--- config.mk ---
export PLATFORM = sky130hd
export DESIGN_NAME = spis_top
export DESIGN_NICKNAME = d
export VERILOG_FILES = /design/src/common/spis_pkg.sv /design/src/logic/spis_top.sv
export SDC_FILE = /design/constraint.sdc
export NUM_CORES = 1
export LEC_CHECK = 0
export BUFFER_PORTS_ARGS = -buffer_cell sky130_fd_sc_hd__buf_2
export CAP_MARGIN = 0
export CELL_PAD_IN_SITES_DETAIL_PLACEMENT = 0
export CELL_PAD_IN_SITES_GLOBAL_PLACEMENT = 1
export CORE_AREA = 2 2 84 126
export CTS_CLUSTER_DIAMETER = 40
export CTS_CLUSTER_SIZE = 40
export DETAILED_ROUTE_END_ITERATION = 10
export DIE_AREA = 0 0 86 128
export PLACE_DENSITY_LB_ADDON = 0.1
export SLEW_MARGIN = 10
export SYNTH_ARGS = -nofsm -noshare
export SYNTH_HDL_FRONTEND = slang
export SYNTH_SLANG_ARGS = --single-unit
--- constraint.sdc ---
create_clock -name i_core_clk -period 4.1 [get_ports i_core_clk]
set_clock_uncertainty 0.05 [all_clocks]
set_input_delay 1.025 -clock i_core_clk [delete_from_list [all_inputs] [get_ports i_core_clk]]
set_output_delay 1.025 -clock i_core_clk [all_outputs]
set_load 0.01 [all_outputs]
--- src/common/spis_pkg.sv ---
package spis_pkg;
   // apb map, byte addresses
   localparam logic [11:0] ADDR_MODE   = 12'h000;
   localparam logic [11:0] ADDR_STATUS = 12'h004;
   localparam logic [15:0] MODE_RST    = 16'h0000;
   localparam logic [15:0] MODE_MASK   = 16'h00DB;
   // mode register fields
   localparam int F_MUX_LO = 0;
   localparam int F_JOIN2  = 3;
   localparam int F_JOIN3  = 4;
   localparam int F_GRP_LO = 6;
   // status register fields
   localparam int S_MEMB_LO = 0;
   localparam int S_SYNC    = 3;
   localparam int S_OWN_LO  = 4;
   localparam int NCH       = 3;
   // isdn frame: first bearer, second bearer, signalling pair
   localparam logic [7:0] ISDN_B1_END = 8'h08;
   localparam logic [7:0] ISDN_B2_END = 8'h10;
   localparam logic [7:0] ISDN_D_END  = 8'h12;
   localparam logic [7:0] SLOT_BITS   = 8'h08;
   localparam logic [1:0] OWN_NONE    = 2'h3;
   // pin idle levels {transmit_clock, rclk, rxd, cts_n, cd_n}: clocks low, the rest high
   localparam logic [4:0] PIN_IDLE    = 5'h07;
   typedef enum logic [1:0]
   {
      SPIS_NONMUX = 2'b00,
      SPIS_PCM    = 2'b01,
      SPIS_ICL    = 2'b10,
      SPIS_CCL    = 2'b11
   } spis_mode_t;
   // outer pins of one channel, inputs
   typedef struct packed {
      logic transmit_clock;
      logic rclk;
      logic rxd;
      logic cts_n;
      logic cd_n;
   } spis_pin_in_t;
   typedef struct packed {
      logic txd;
      logic rts_n;
   } spis_pin_out_t;
   // what a serial channel hands to the mux
   typedef struct packed {
      logic txd;
      logic rts_n;
   } spis_chan_out_t;
   // what the mux hands to a serial channel
   typedef struct packed {
      logic rxd;
      logic rx_stb;
      logic tx_stb;
      logic cts_n;
      logic cd_n;
   } spis_chan_in_t;
endpackage

--- src/logic/spis_top.sv ---
`timescale 1ns/1ps
`default_nettype none
module spis_top
(
   input  wire logic                   i_core_clk,
   input  wire logic                   i_rst_n,
   input  wire logic                   i_ce,
   input  wire logic                   i_psel,
   input  wire logic                   i_penable,
   input  wire logic                   i_pwrite,
   input  wire logic [11:0]            i_paddr,
   input  wire logic [31:0]            i_pwdata,
   input  wire logic [3:0]             i_pstrb,
   output logic      [31:0]            o_prdata,
   output logic                        o_pready,
   output logic                        o_pslverr,
   input  wire spis_pkg::spis_pin_in_t  i_pin   [3],
   output spis_pkg::spis_pin_out_t      o_pin   [3],
   input  wire spis_pkg::spis_chan_out_t i_chan [3],
   output spis_pkg::spis_chan_in_t      o_chan  [3]
);
   // pin synchronisers, s1 feeds only s2
   spis_pkg::spis_pin_in_t s1_r [3];
   spis_pkg::spis_pin_in_t s2_r [3];
   spis_pkg::spis_pin_in_t s3_r [3];
   logic [2:0] transmit_clock_fall, rclk_rise, rclk_fall;
   genvar g;
   generate
      for (g = 0; g < 3; g++)
      begin : g_sync
         always_ff @(posedge i_core_clk)
         begin
            if (!i_rst_n)
            begin
               // stages start at the idle levels, so no false edge follows reset
               s1_r[g] <= spis_pkg::spis_pin_in_t'(spis_pkg::PIN_IDLE);
               s2_r[g] <= spis_pkg::spis_pin_in_t'(spis_pkg::PIN_IDLE);
               s3_r[g] <= spis_pkg::spis_pin_in_t'(spis_pkg::PIN_IDLE);
            end
            else if (i_ce)
            begin
               s1_r[g] <= i_pin[g];
               s2_r[g] <= s1_r[g];
               s3_r[g] <= s2_r[g];
            end
         end
         // edges found from the second and third stage only
         assign transmit_clock_fall[g] = s3_r[g].transmit_clock & ~s2_r[g].transmit_clock;
         assign rclk_rise[g] = ~s3_r[g].rclk & s2_r[g].rclk;
         assign rclk_fall[g] = s3_r[g].rclk & ~s2_r[g].rclk;
      end
   endgenerate

   // mode register and apb response
   logic [15:0] mode_r, mode_nxt;
   logic [31:0] rdata_r, rdata_nxt;
   logic        err_r, err_nxt;
   logic        hit_mode, hit_stat, wr_go;
   logic [31:0] status;
   spis_pkg::spis_mode_t mux;
   logic [2:0]  memb;
   logic [1:0]  grp;

   assign mux  = spis_pkg::spis_mode_t'(mode_r[spis_pkg::F_MUX_LO +: 2]);
   assign grp  = mode_r[spis_pkg::F_GRP_LO +: 2];
   // joins are void without a mux type, so at most one grouping exists
   assign memb[0] = (mux != spis_pkg::SPIS_NONMUX);
   assign memb[1] = memb[0] & mode_r[spis_pkg::F_JOIN2];
   assign memb[2] = memb[0] & mode_r[spis_pkg::F_JOIN3];

   assign hit_mode = (i_paddr == spis_pkg::ADDR_MODE);
   assign hit_stat = (i_paddr == spis_pkg::ADDR_STATUS);
   assign wr_go    = i_psel & i_penable & i_pwrite & hit_mode;
   assign o_pready = i_psel & i_penable;

   // read data and error latched in the setup cycle
   always_comb
   begin
      mode_nxt  = mode_r;
      rdata_nxt = rdata_r;
      err_nxt   = err_r;
      if (wr_go)
      begin
         if (i_pstrb[0])
            mode_nxt[7:0] = i_pwdata[7:0] & spis_pkg::MODE_MASK[7:0];
         if (i_pstrb[1])
            mode_nxt[15:8] = i_pwdata[15:8] & spis_pkg::MODE_MASK[15:8];
      end
      if (i_psel & ~i_penable)
      begin
         err_nxt   = ~(hit_mode | hit_stat);
         rdata_nxt = hit_mode ? {16'h0000, mode_r} : (hit_stat ? status : 32'h0000_0000);
      end
   end

   always_ff @(posedge i_core_clk)
   begin
      if (!i_rst_n)
      begin
         mode_r  <= spis_pkg::MODE_RST;
         rdata_r <= 32'h0000_0000;
         err_r   <= 1'b0;
      end
      else if (i_ce)
      begin
         mode_r  <= mode_nxt;
         rdata_r <= rdata_nxt;
         err_r   <= err_nxt;
      end
   end
   assign o_prdata  = rdata_r;
   assign o_pslverr = err_r & o_pready;

   // shared frame: layer-one clock on chan one rclk pin, sync on its cd pin
   logic       l1_rise, l1_fall, sync_on;
   logic [7:0] bit_r, bit_nxt;
   logic [1:0] own;
   assign l1_rise = rclk_rise[0];
   assign l1_fall = rclk_fall[0];
   assign sync_on = memb[0] & ~s2_r[0].cd_n;

   // slot owner of the current bit position, OWN_NONE when idle
   function automatic logic [1:0] owner_f
   (
      input logic [7:0]           pos,
      input spis_pkg::spis_mode_t md,
      input logic [2:0]           mb,
      input logic [1:0]           gr
   );
      logic [9:0] w;
      logic [1:0] k;
      logic [1:0] r;
      // widen before adding one, a group of four slots must not wrap to zero
      w = {2'b00, spis_pkg::SLOT_BITS} * ({8'h00, gr} + 10'h001);
      k = 2'h3;
      r = spis_pkg::OWN_NONE;
      if (md == spis_pkg::SPIS_PCM)
      begin
         // group of slots per member, members in channel order
         if ({2'b00, pos} < w)
            k = 2'h0;
         else if ({2'b00, pos} < 10'(2 * w))
            k = 2'h1;
         else if ({2'b00, pos} < 10'(3 * w))
            k = 2'h2;
         unique case (k)
            2'h0: r = 2'h0;
            2'h1: r = mb[1] ? 2'h1 : (mb[2] ? 2'h2 : spis_pkg::OWN_NONE);
            2'h2: r = (mb[1] & mb[2]) ? 2'h2 : spis_pkg::OWN_NONE;
            2'h3: r = spis_pkg::OWN_NONE;
         endcase
      end
      else if (md != spis_pkg::SPIS_NONMUX)
      begin
         // isdn: first bearer, second bearer, signalling bits
         if (pos < spis_pkg::ISDN_B1_END)
            r = 2'h0;
         else if (pos < spis_pkg::ISDN_B2_END)
            r = mb[1] ? 2'h1 : spis_pkg::OWN_NONE;
         else if (pos < spis_pkg::ISDN_D_END)
            r = mb[2] ? 2'h2 : spis_pkg::OWN_NONE;
      end
      return r;
   endfunction

   assign own = sync_on ? owner_f(bit_r, mux, memb, grp) : spis_pkg::OWN_NONE;

   // bit position counts from sync start, saturates on long frames
   always_comb
   begin
      bit_nxt = bit_r;
      if (!sync_on)
         bit_nxt = 8'h00;
      else if (l1_fall && bit_r != 8'hFF)
         bit_nxt = bit_r + 8'h01;
   end

   // per channel strobes and pin data
   logic [2:0] rx_stb_nxt, tx_stb_nxt, rxd_nxt, txd_nxt, rts_nxt;
   logic [2:0] rx_stb_r, tx_stb_r, rxd_r, txd_r, rts_r;
   logic       mux_txd_nxt, mux_txd_r;

   always_comb
   begin
      rx_stb_nxt  = 3'b000;
      tx_stb_nxt  = 3'b000;
      rxd_nxt     = rxd_r;
      txd_nxt     = txd_r;
      rts_nxt     = rts_r;
      mux_txd_nxt = mux_txd_r;
      for (int i = 0; i < spis_pkg::NCH; i++)
      begin
         if (!memb[i])
         begin
            // own port: launch on transmit_clock fall, sample on rclk rise
            rts_nxt[i] = i_chan[i].rts_n;
            if (transmit_clock_fall[i])
            begin
               tx_stb_nxt[i] = 1'b1;
               txd_nxt[i]    = i_chan[i].txd;
            end
            if (rclk_rise[i])
            begin
               rx_stb_nxt[i] = 1'b1;
               rxd_nxt[i]    = s2_r[i].rxd;
            end
         end
         else
         begin
            // port functions idle while serving the shared frame
            rts_nxt[i] = 1'b1;
            txd_nxt[i] = 1'b1;
            if (own == 2'(i) && l1_rise)
               tx_stb_nxt[i] = 1'b1;
            if (own == 2'(i) && l1_fall)
            begin
               rx_stb_nxt[i] = 1'b1;
               rxd_nxt[i]    = s2_r[0].rxd;
            end
         end
      end
      // idle slots send ones
      if (l1_rise)
         mux_txd_nxt = (own == spis_pkg::OWN_NONE) ? 1'b1 : i_chan[own].txd;
   end

   always_ff @(posedge i_core_clk)
   begin
      if (!i_rst_n)
      begin
         bit_r     <= 8'h00;
         rx_stb_r  <= 3'b000;
         tx_stb_r  <= 3'b000;
         rxd_r     <= 3'b111;
         txd_r     <= 3'b111;
         rts_r     <= 3'b111;
         mux_txd_r <= 1'b1;
      end
      else if (i_ce)
      begin
         bit_r     <= bit_nxt;
         rx_stb_r  <= rx_stb_nxt;
         tx_stb_r  <= tx_stb_nxt;
         rxd_r     <= rxd_nxt;
         txd_r     <= txd_nxt;
         rts_r     <= rts_nxt;
         mux_txd_r <= mux_txd_nxt;
      end
   end

   assign status = {24'h000000, 2'b00, own, sync_on, memb};

   // outputs: chan one txd pin carries the shared frame in mux mode
   generate
      for (g = 0; g < 3; g++)
      begin : g_out
         assign o_pin[g].txd    = (g == 0 && memb[0]) ? mux_txd_r : txd_r[g];
         assign o_pin[g].rts_n  = rts_r[g];
         assign o_chan[g].rxd    = rxd_r[g];
         assign o_chan[g].rx_stb = rx_stb_r[g] & i_ce;
         assign o_chan[g].tx_stb = tx_stb_r[g] & i_ce;
         // members see clear-to-send, carrier follows sync
         assign o_chan[g].cts_n  = memb[g] ? 1'b0 : s2_r[g].cts_n;
         assign o_chan[g].cd_n   = memb[g] ? ~sync_on : s2_r[g].cd_n;
      end
   endgenerate

   a_mode_reset: assert property (@(posedge i_core_clk)
      $rose(i_rst_n) |-> mode_r == spis_pkg::MODE_RST)
      else $error("mode not default after reset");
   a_write_takes: assert property (@(posedge i_core_clk) disable iff (!i_rst_n)
      (wr_go && i_ce && i_pstrb[0]) |=>
         mode_r[7:0] == ($past(i_pwdata[7:0]) & spis_pkg::MODE_MASK[7:0]))
      else $error("mode write lost");
   a_join_void: assert property (@(posedge i_core_clk) disable iff (!i_rst_n)
      (mux == spis_pkg::SPIS_NONMUX) |-> memb == 3'b000)
      else $error("join without mux type");
   a_rts_idle: assert property (@(posedge i_core_clk) disable iff (!i_rst_n)
      (memb[0] && $past(memb[0]) && $past(i_ce)) |-> o_pin[0].rts_n)
      else $error("rts driven in mux mode");
   a_no_sync_quiet: assert property (@(posedge i_core_clk) disable iff (!i_rst_n)
      (memb[0] && !$past(sync_on) && $past(memb[0])) |-> !rx_stb_r[0])
      else $error("strobe without sync");
   a_one_owner: assert property (@(posedge i_core_clk) disable iff (!i_rst_n)
      $onehot0(rx_stb_r & {memb[2], memb[1], memb[0]}))
      else $error("two channels own one bit");
   a_port_rx: assert property (@(posedge i_core_clk) disable iff (!i_rst_n)
      (i_ce && !memb[1] && !mode_nxt[spis_pkg::F_JOIN2] && rclk_rise[1]) |=> rx_stb_r[1])
      else $error("nonmux sample missed");
   a_isdn_first: assert property (@(posedge i_core_clk) disable iff (!i_rst_n)
      (sync_on && mux[1] && bit_r < spis_pkg::ISDN_B1_END) |-> own == 2'h0)
      else $error("first bearer not channel one");
   a_apb_err: assert property (@(posedge i_core_clk) disable iff (!i_rst_n)
      (i_psel && !i_penable && i_ce && !hit_mode && !hit_stat) |=> err_r)
      else $error("unmapped address not flagged");
endmodule
`default_nettype wire

==> metrics.txt <==
status=completed; post-CTS setup buffers=0; crit end category=output port; Setup violations, final=0; RSZ-0062 raised after global routing=false; final hold vios=0; DR WL/cell=approximately 15 um; main flop type after synthesis=dfxtp_1; post-synth top area cell=edfxtp_1; Post-synth EDFFs=36; Worst EP arrival=roughly 1.9 ns; Hold Crit Class=flip-flop to flip-flop; register area=~1900 um2; Gates resized, CTS repair=0; nets=559; die area=roughly 11000 um2; die height=128 um; largest net degree at the start of global routing=40; clock buffer depth=2; P per Cell Area=403 nW/um2; port bufs=76; area delta synth->final=18.0%; Yosys Warn Count=0; Synth area leaders=edfxtp_1 28%, dfxtp_1 20%, buf_4 5.2%; Setup TNS Final=0 ns; met3 wire length=345 um; Design Area, Final=about 4600 um2; vias in the first global route=approximately 2.8k; metal2 WL=4.67 mm; Period Utilization, post-route=71.4%; final wirelength=9.05 mm; total clock sinks=between 70 and 80; cts bufs inserted=9; pins over their slew limit=0; ant diodes=0; hold path cells=2; initial core utilization=38.8%; post-DP HPWL=6.52 mm; top cell type's share of synthesized area=27.9%; 1st-iter DRT viols=~120; pre-CTS WS=approximately 1.2 ns; layout cells sized above 1=approximately a quarter; vias=3056; placed cell areas=4230 um2; Root Driver=clkbuf_16; row cnt=45; WHS=0.409 ns; Multi-input gate area=1770 um2; met1 WL=3.88 mm; CTS clk-pin slew, worst paths=approximately 0.06 ns; reg2reg path depth=11; Syn Area/Cell=9.49 um2; worst path required time=3.02 ns; final std cells w/o fill=596; startpoint type of the worst setup path=flip-flop; slew at the pin closest to its max-slew limit=about 0.70 ns; All-Layer GR Usage=16.6%; critical path type=flip-flop to output port; Final WS setup=1.17 ns; Max-Cap Viols=0; DP Cell Count=580; crit path time final=about 2.9 ns; H-tree Lvls=3; # fillers=~1.0k; Slew headroom=between 50% and 60%; CTS tree=built; Final ANT Viol Nets=0; initial antenna violation count=0; IO Count=130; Yosys cell types=52; Seq cells post-synth=between 70 and 80; ys async rst share=0%; RePlAce Congestion=0.806; maximum net fanout on the critical path=10; DRC viols=0; total power=~1.8 mW; Peak Freq=0.342 GHz; leakage power figure=roughly 1.9 nW; Top Layer Used=met4; Mapped Area=3870 um2; Final Util=a little under half; first-pass GRT wire length=14.0 mm; Chip Width=86 um; Post-CTS Hold Buffers=0; Post-Synthesis Cells=about 410; first drt pass iteration count=4; routed vias/inst=5.13; CORE AREA=9970 um2; maximum VDD drop=199 uV; sequential area share after synthesis=48.1%; grt ovf=0; Worst-Skew Late Latency=0.33 ns
-- layout by cell type (no fill, tap or decap), types with 3 or more instances in the layout --
| cell type | count |
|---|---|
| buf_2 | 76 |
| or2_2 | 21 |
| clkbuf_16 | 9 |
| and3_1 | 23 |
| xor2_1 | 3 |
| nand3_1 | 10 |
| a211oi_1 | 3 |
| o21ai_0 | 13 |
| o21a_1 | 4 |
| nand4b_1 | 3 |
| inv_1 | 11 |
| nor3_1 | 11 |
| buf_4 | 4 |
| bufinv_16 | 3 |
| a31oi_1 | 3 |
| nor4_1 | 4 |
| ha_1 | 10 |
| conb_1 | 24 |
| or3_1 | 5 |
| and2_1 | 10 |
| nor2b_1 | 6 |
| o21ai_1 | 3 |
| edfxtp_1 | 36 |
| nand4_1 | 6 |
| nand3b_1 | 3 |
| a21oi_1 | 17 |
| xnor2_1 | 3 |
| mux2i_1 | 10 |
| nand2_1 | 32 |
| nand2b_1 | 4 |
| nor2_1 | 40 |
| dfxtp_1 | 39 |
-- power breakdown --
part	leakage, nW	internal (mW)	switching, mW
Combinational	1.04	0.0448	0.0709
Clock	0.163	0.593	0.302
Sequential	0.674	0.817	0.0100
-- kinds of logic (layout without fill, tap and decap cells) --
| logic type | Yosys count | count (layout) | synth area share, % |
|---|---|---|---|
| muxes | 12 | 12 | 3.17 |
| AOI/OAI and AO/OA | 64 | 64 | 10.8 |
| buffers and inverters | 59 | 107 | 8.50 |
| and+or+nand+nor | 181 | 181 | 24.8 |
| adders and majority gates | 10 | 10 | 3.23 |
| DFF | 75 | 75 | 48.1 |
| other | 1 | 24 | 0.0969 |
| xor gates and xnor gates | 6 | 6 | 1.36 |
-- routing by layer --
layer	up-vias	global-route usage, %
met3	10	3.54
met4	0	6.82
met2	62	28.9
met1	1456	19.5
li1	1528	-
met5	-	0
-- critical path, stage by stage, from the launching register on --
cell and delay [ns]:
dfxtp_1 0.60, nor2_1 0.24, nor2b_1 0.39, nand2_1 0.10, nand2_1 0.07, buf_2 0.12
-- worst paths after layout --
kind | from | slack, ns | to
hold / removal | o_prdata[6] | 0.41 | o_prdata[6]
setup / recovery | mode_r[1] | 1.17 | o_chan[0]
hold reg to reg | o_prdata[6] | 0.41 | o_prdata[6]
setup reg to reg | mode_r[6] | 1.24 | mux_txd_r
-- synth_stat cells, types with 4 or more instances --
master / n
nor2b_1: 6
nor4_1: 4
nor2_1: 40
inv_1: 11
and3_1: 23
buf_2: 5
ha_1: 10
and2_1: 10
nand4_1: 6
or3_1: 5
buf_4: 27
nand2b_1: 4
dfxtp_1: 39
nand3_1: 10
nand2_1: 32
o21a_1: 4
nor3_1: 11
edfxtp_1: 36
a21oi_1: 17
or2_2: 21
o21ai_0: 13
mux2i_1: 10
clkbuf_1: 16
-- registers in the layout, summed over array words and instances (netlist names) --
register / count
mux_txd_r: 1
tx_stb_r: 3
err_r: 1
s2_r: 15
o_prdata: 8
rts_r: 3
s3_r: 6
rxd_r: 3
s1_r: 15
bit_r: 8
rx_stb_r: 3
mode_r: 6
txd_r: 3
-- cell type report --
class	instances	share of cell area, %
timing repair buffer	80	8.99
clock buffer	9	4.93
tap	117	3.21
clock inverter	7	2.52
multi-input combinational	297	38.7
inverter	11	0.904
sequential	75	40.8
No activity file was read; power rests on OpenSTA's default activity.
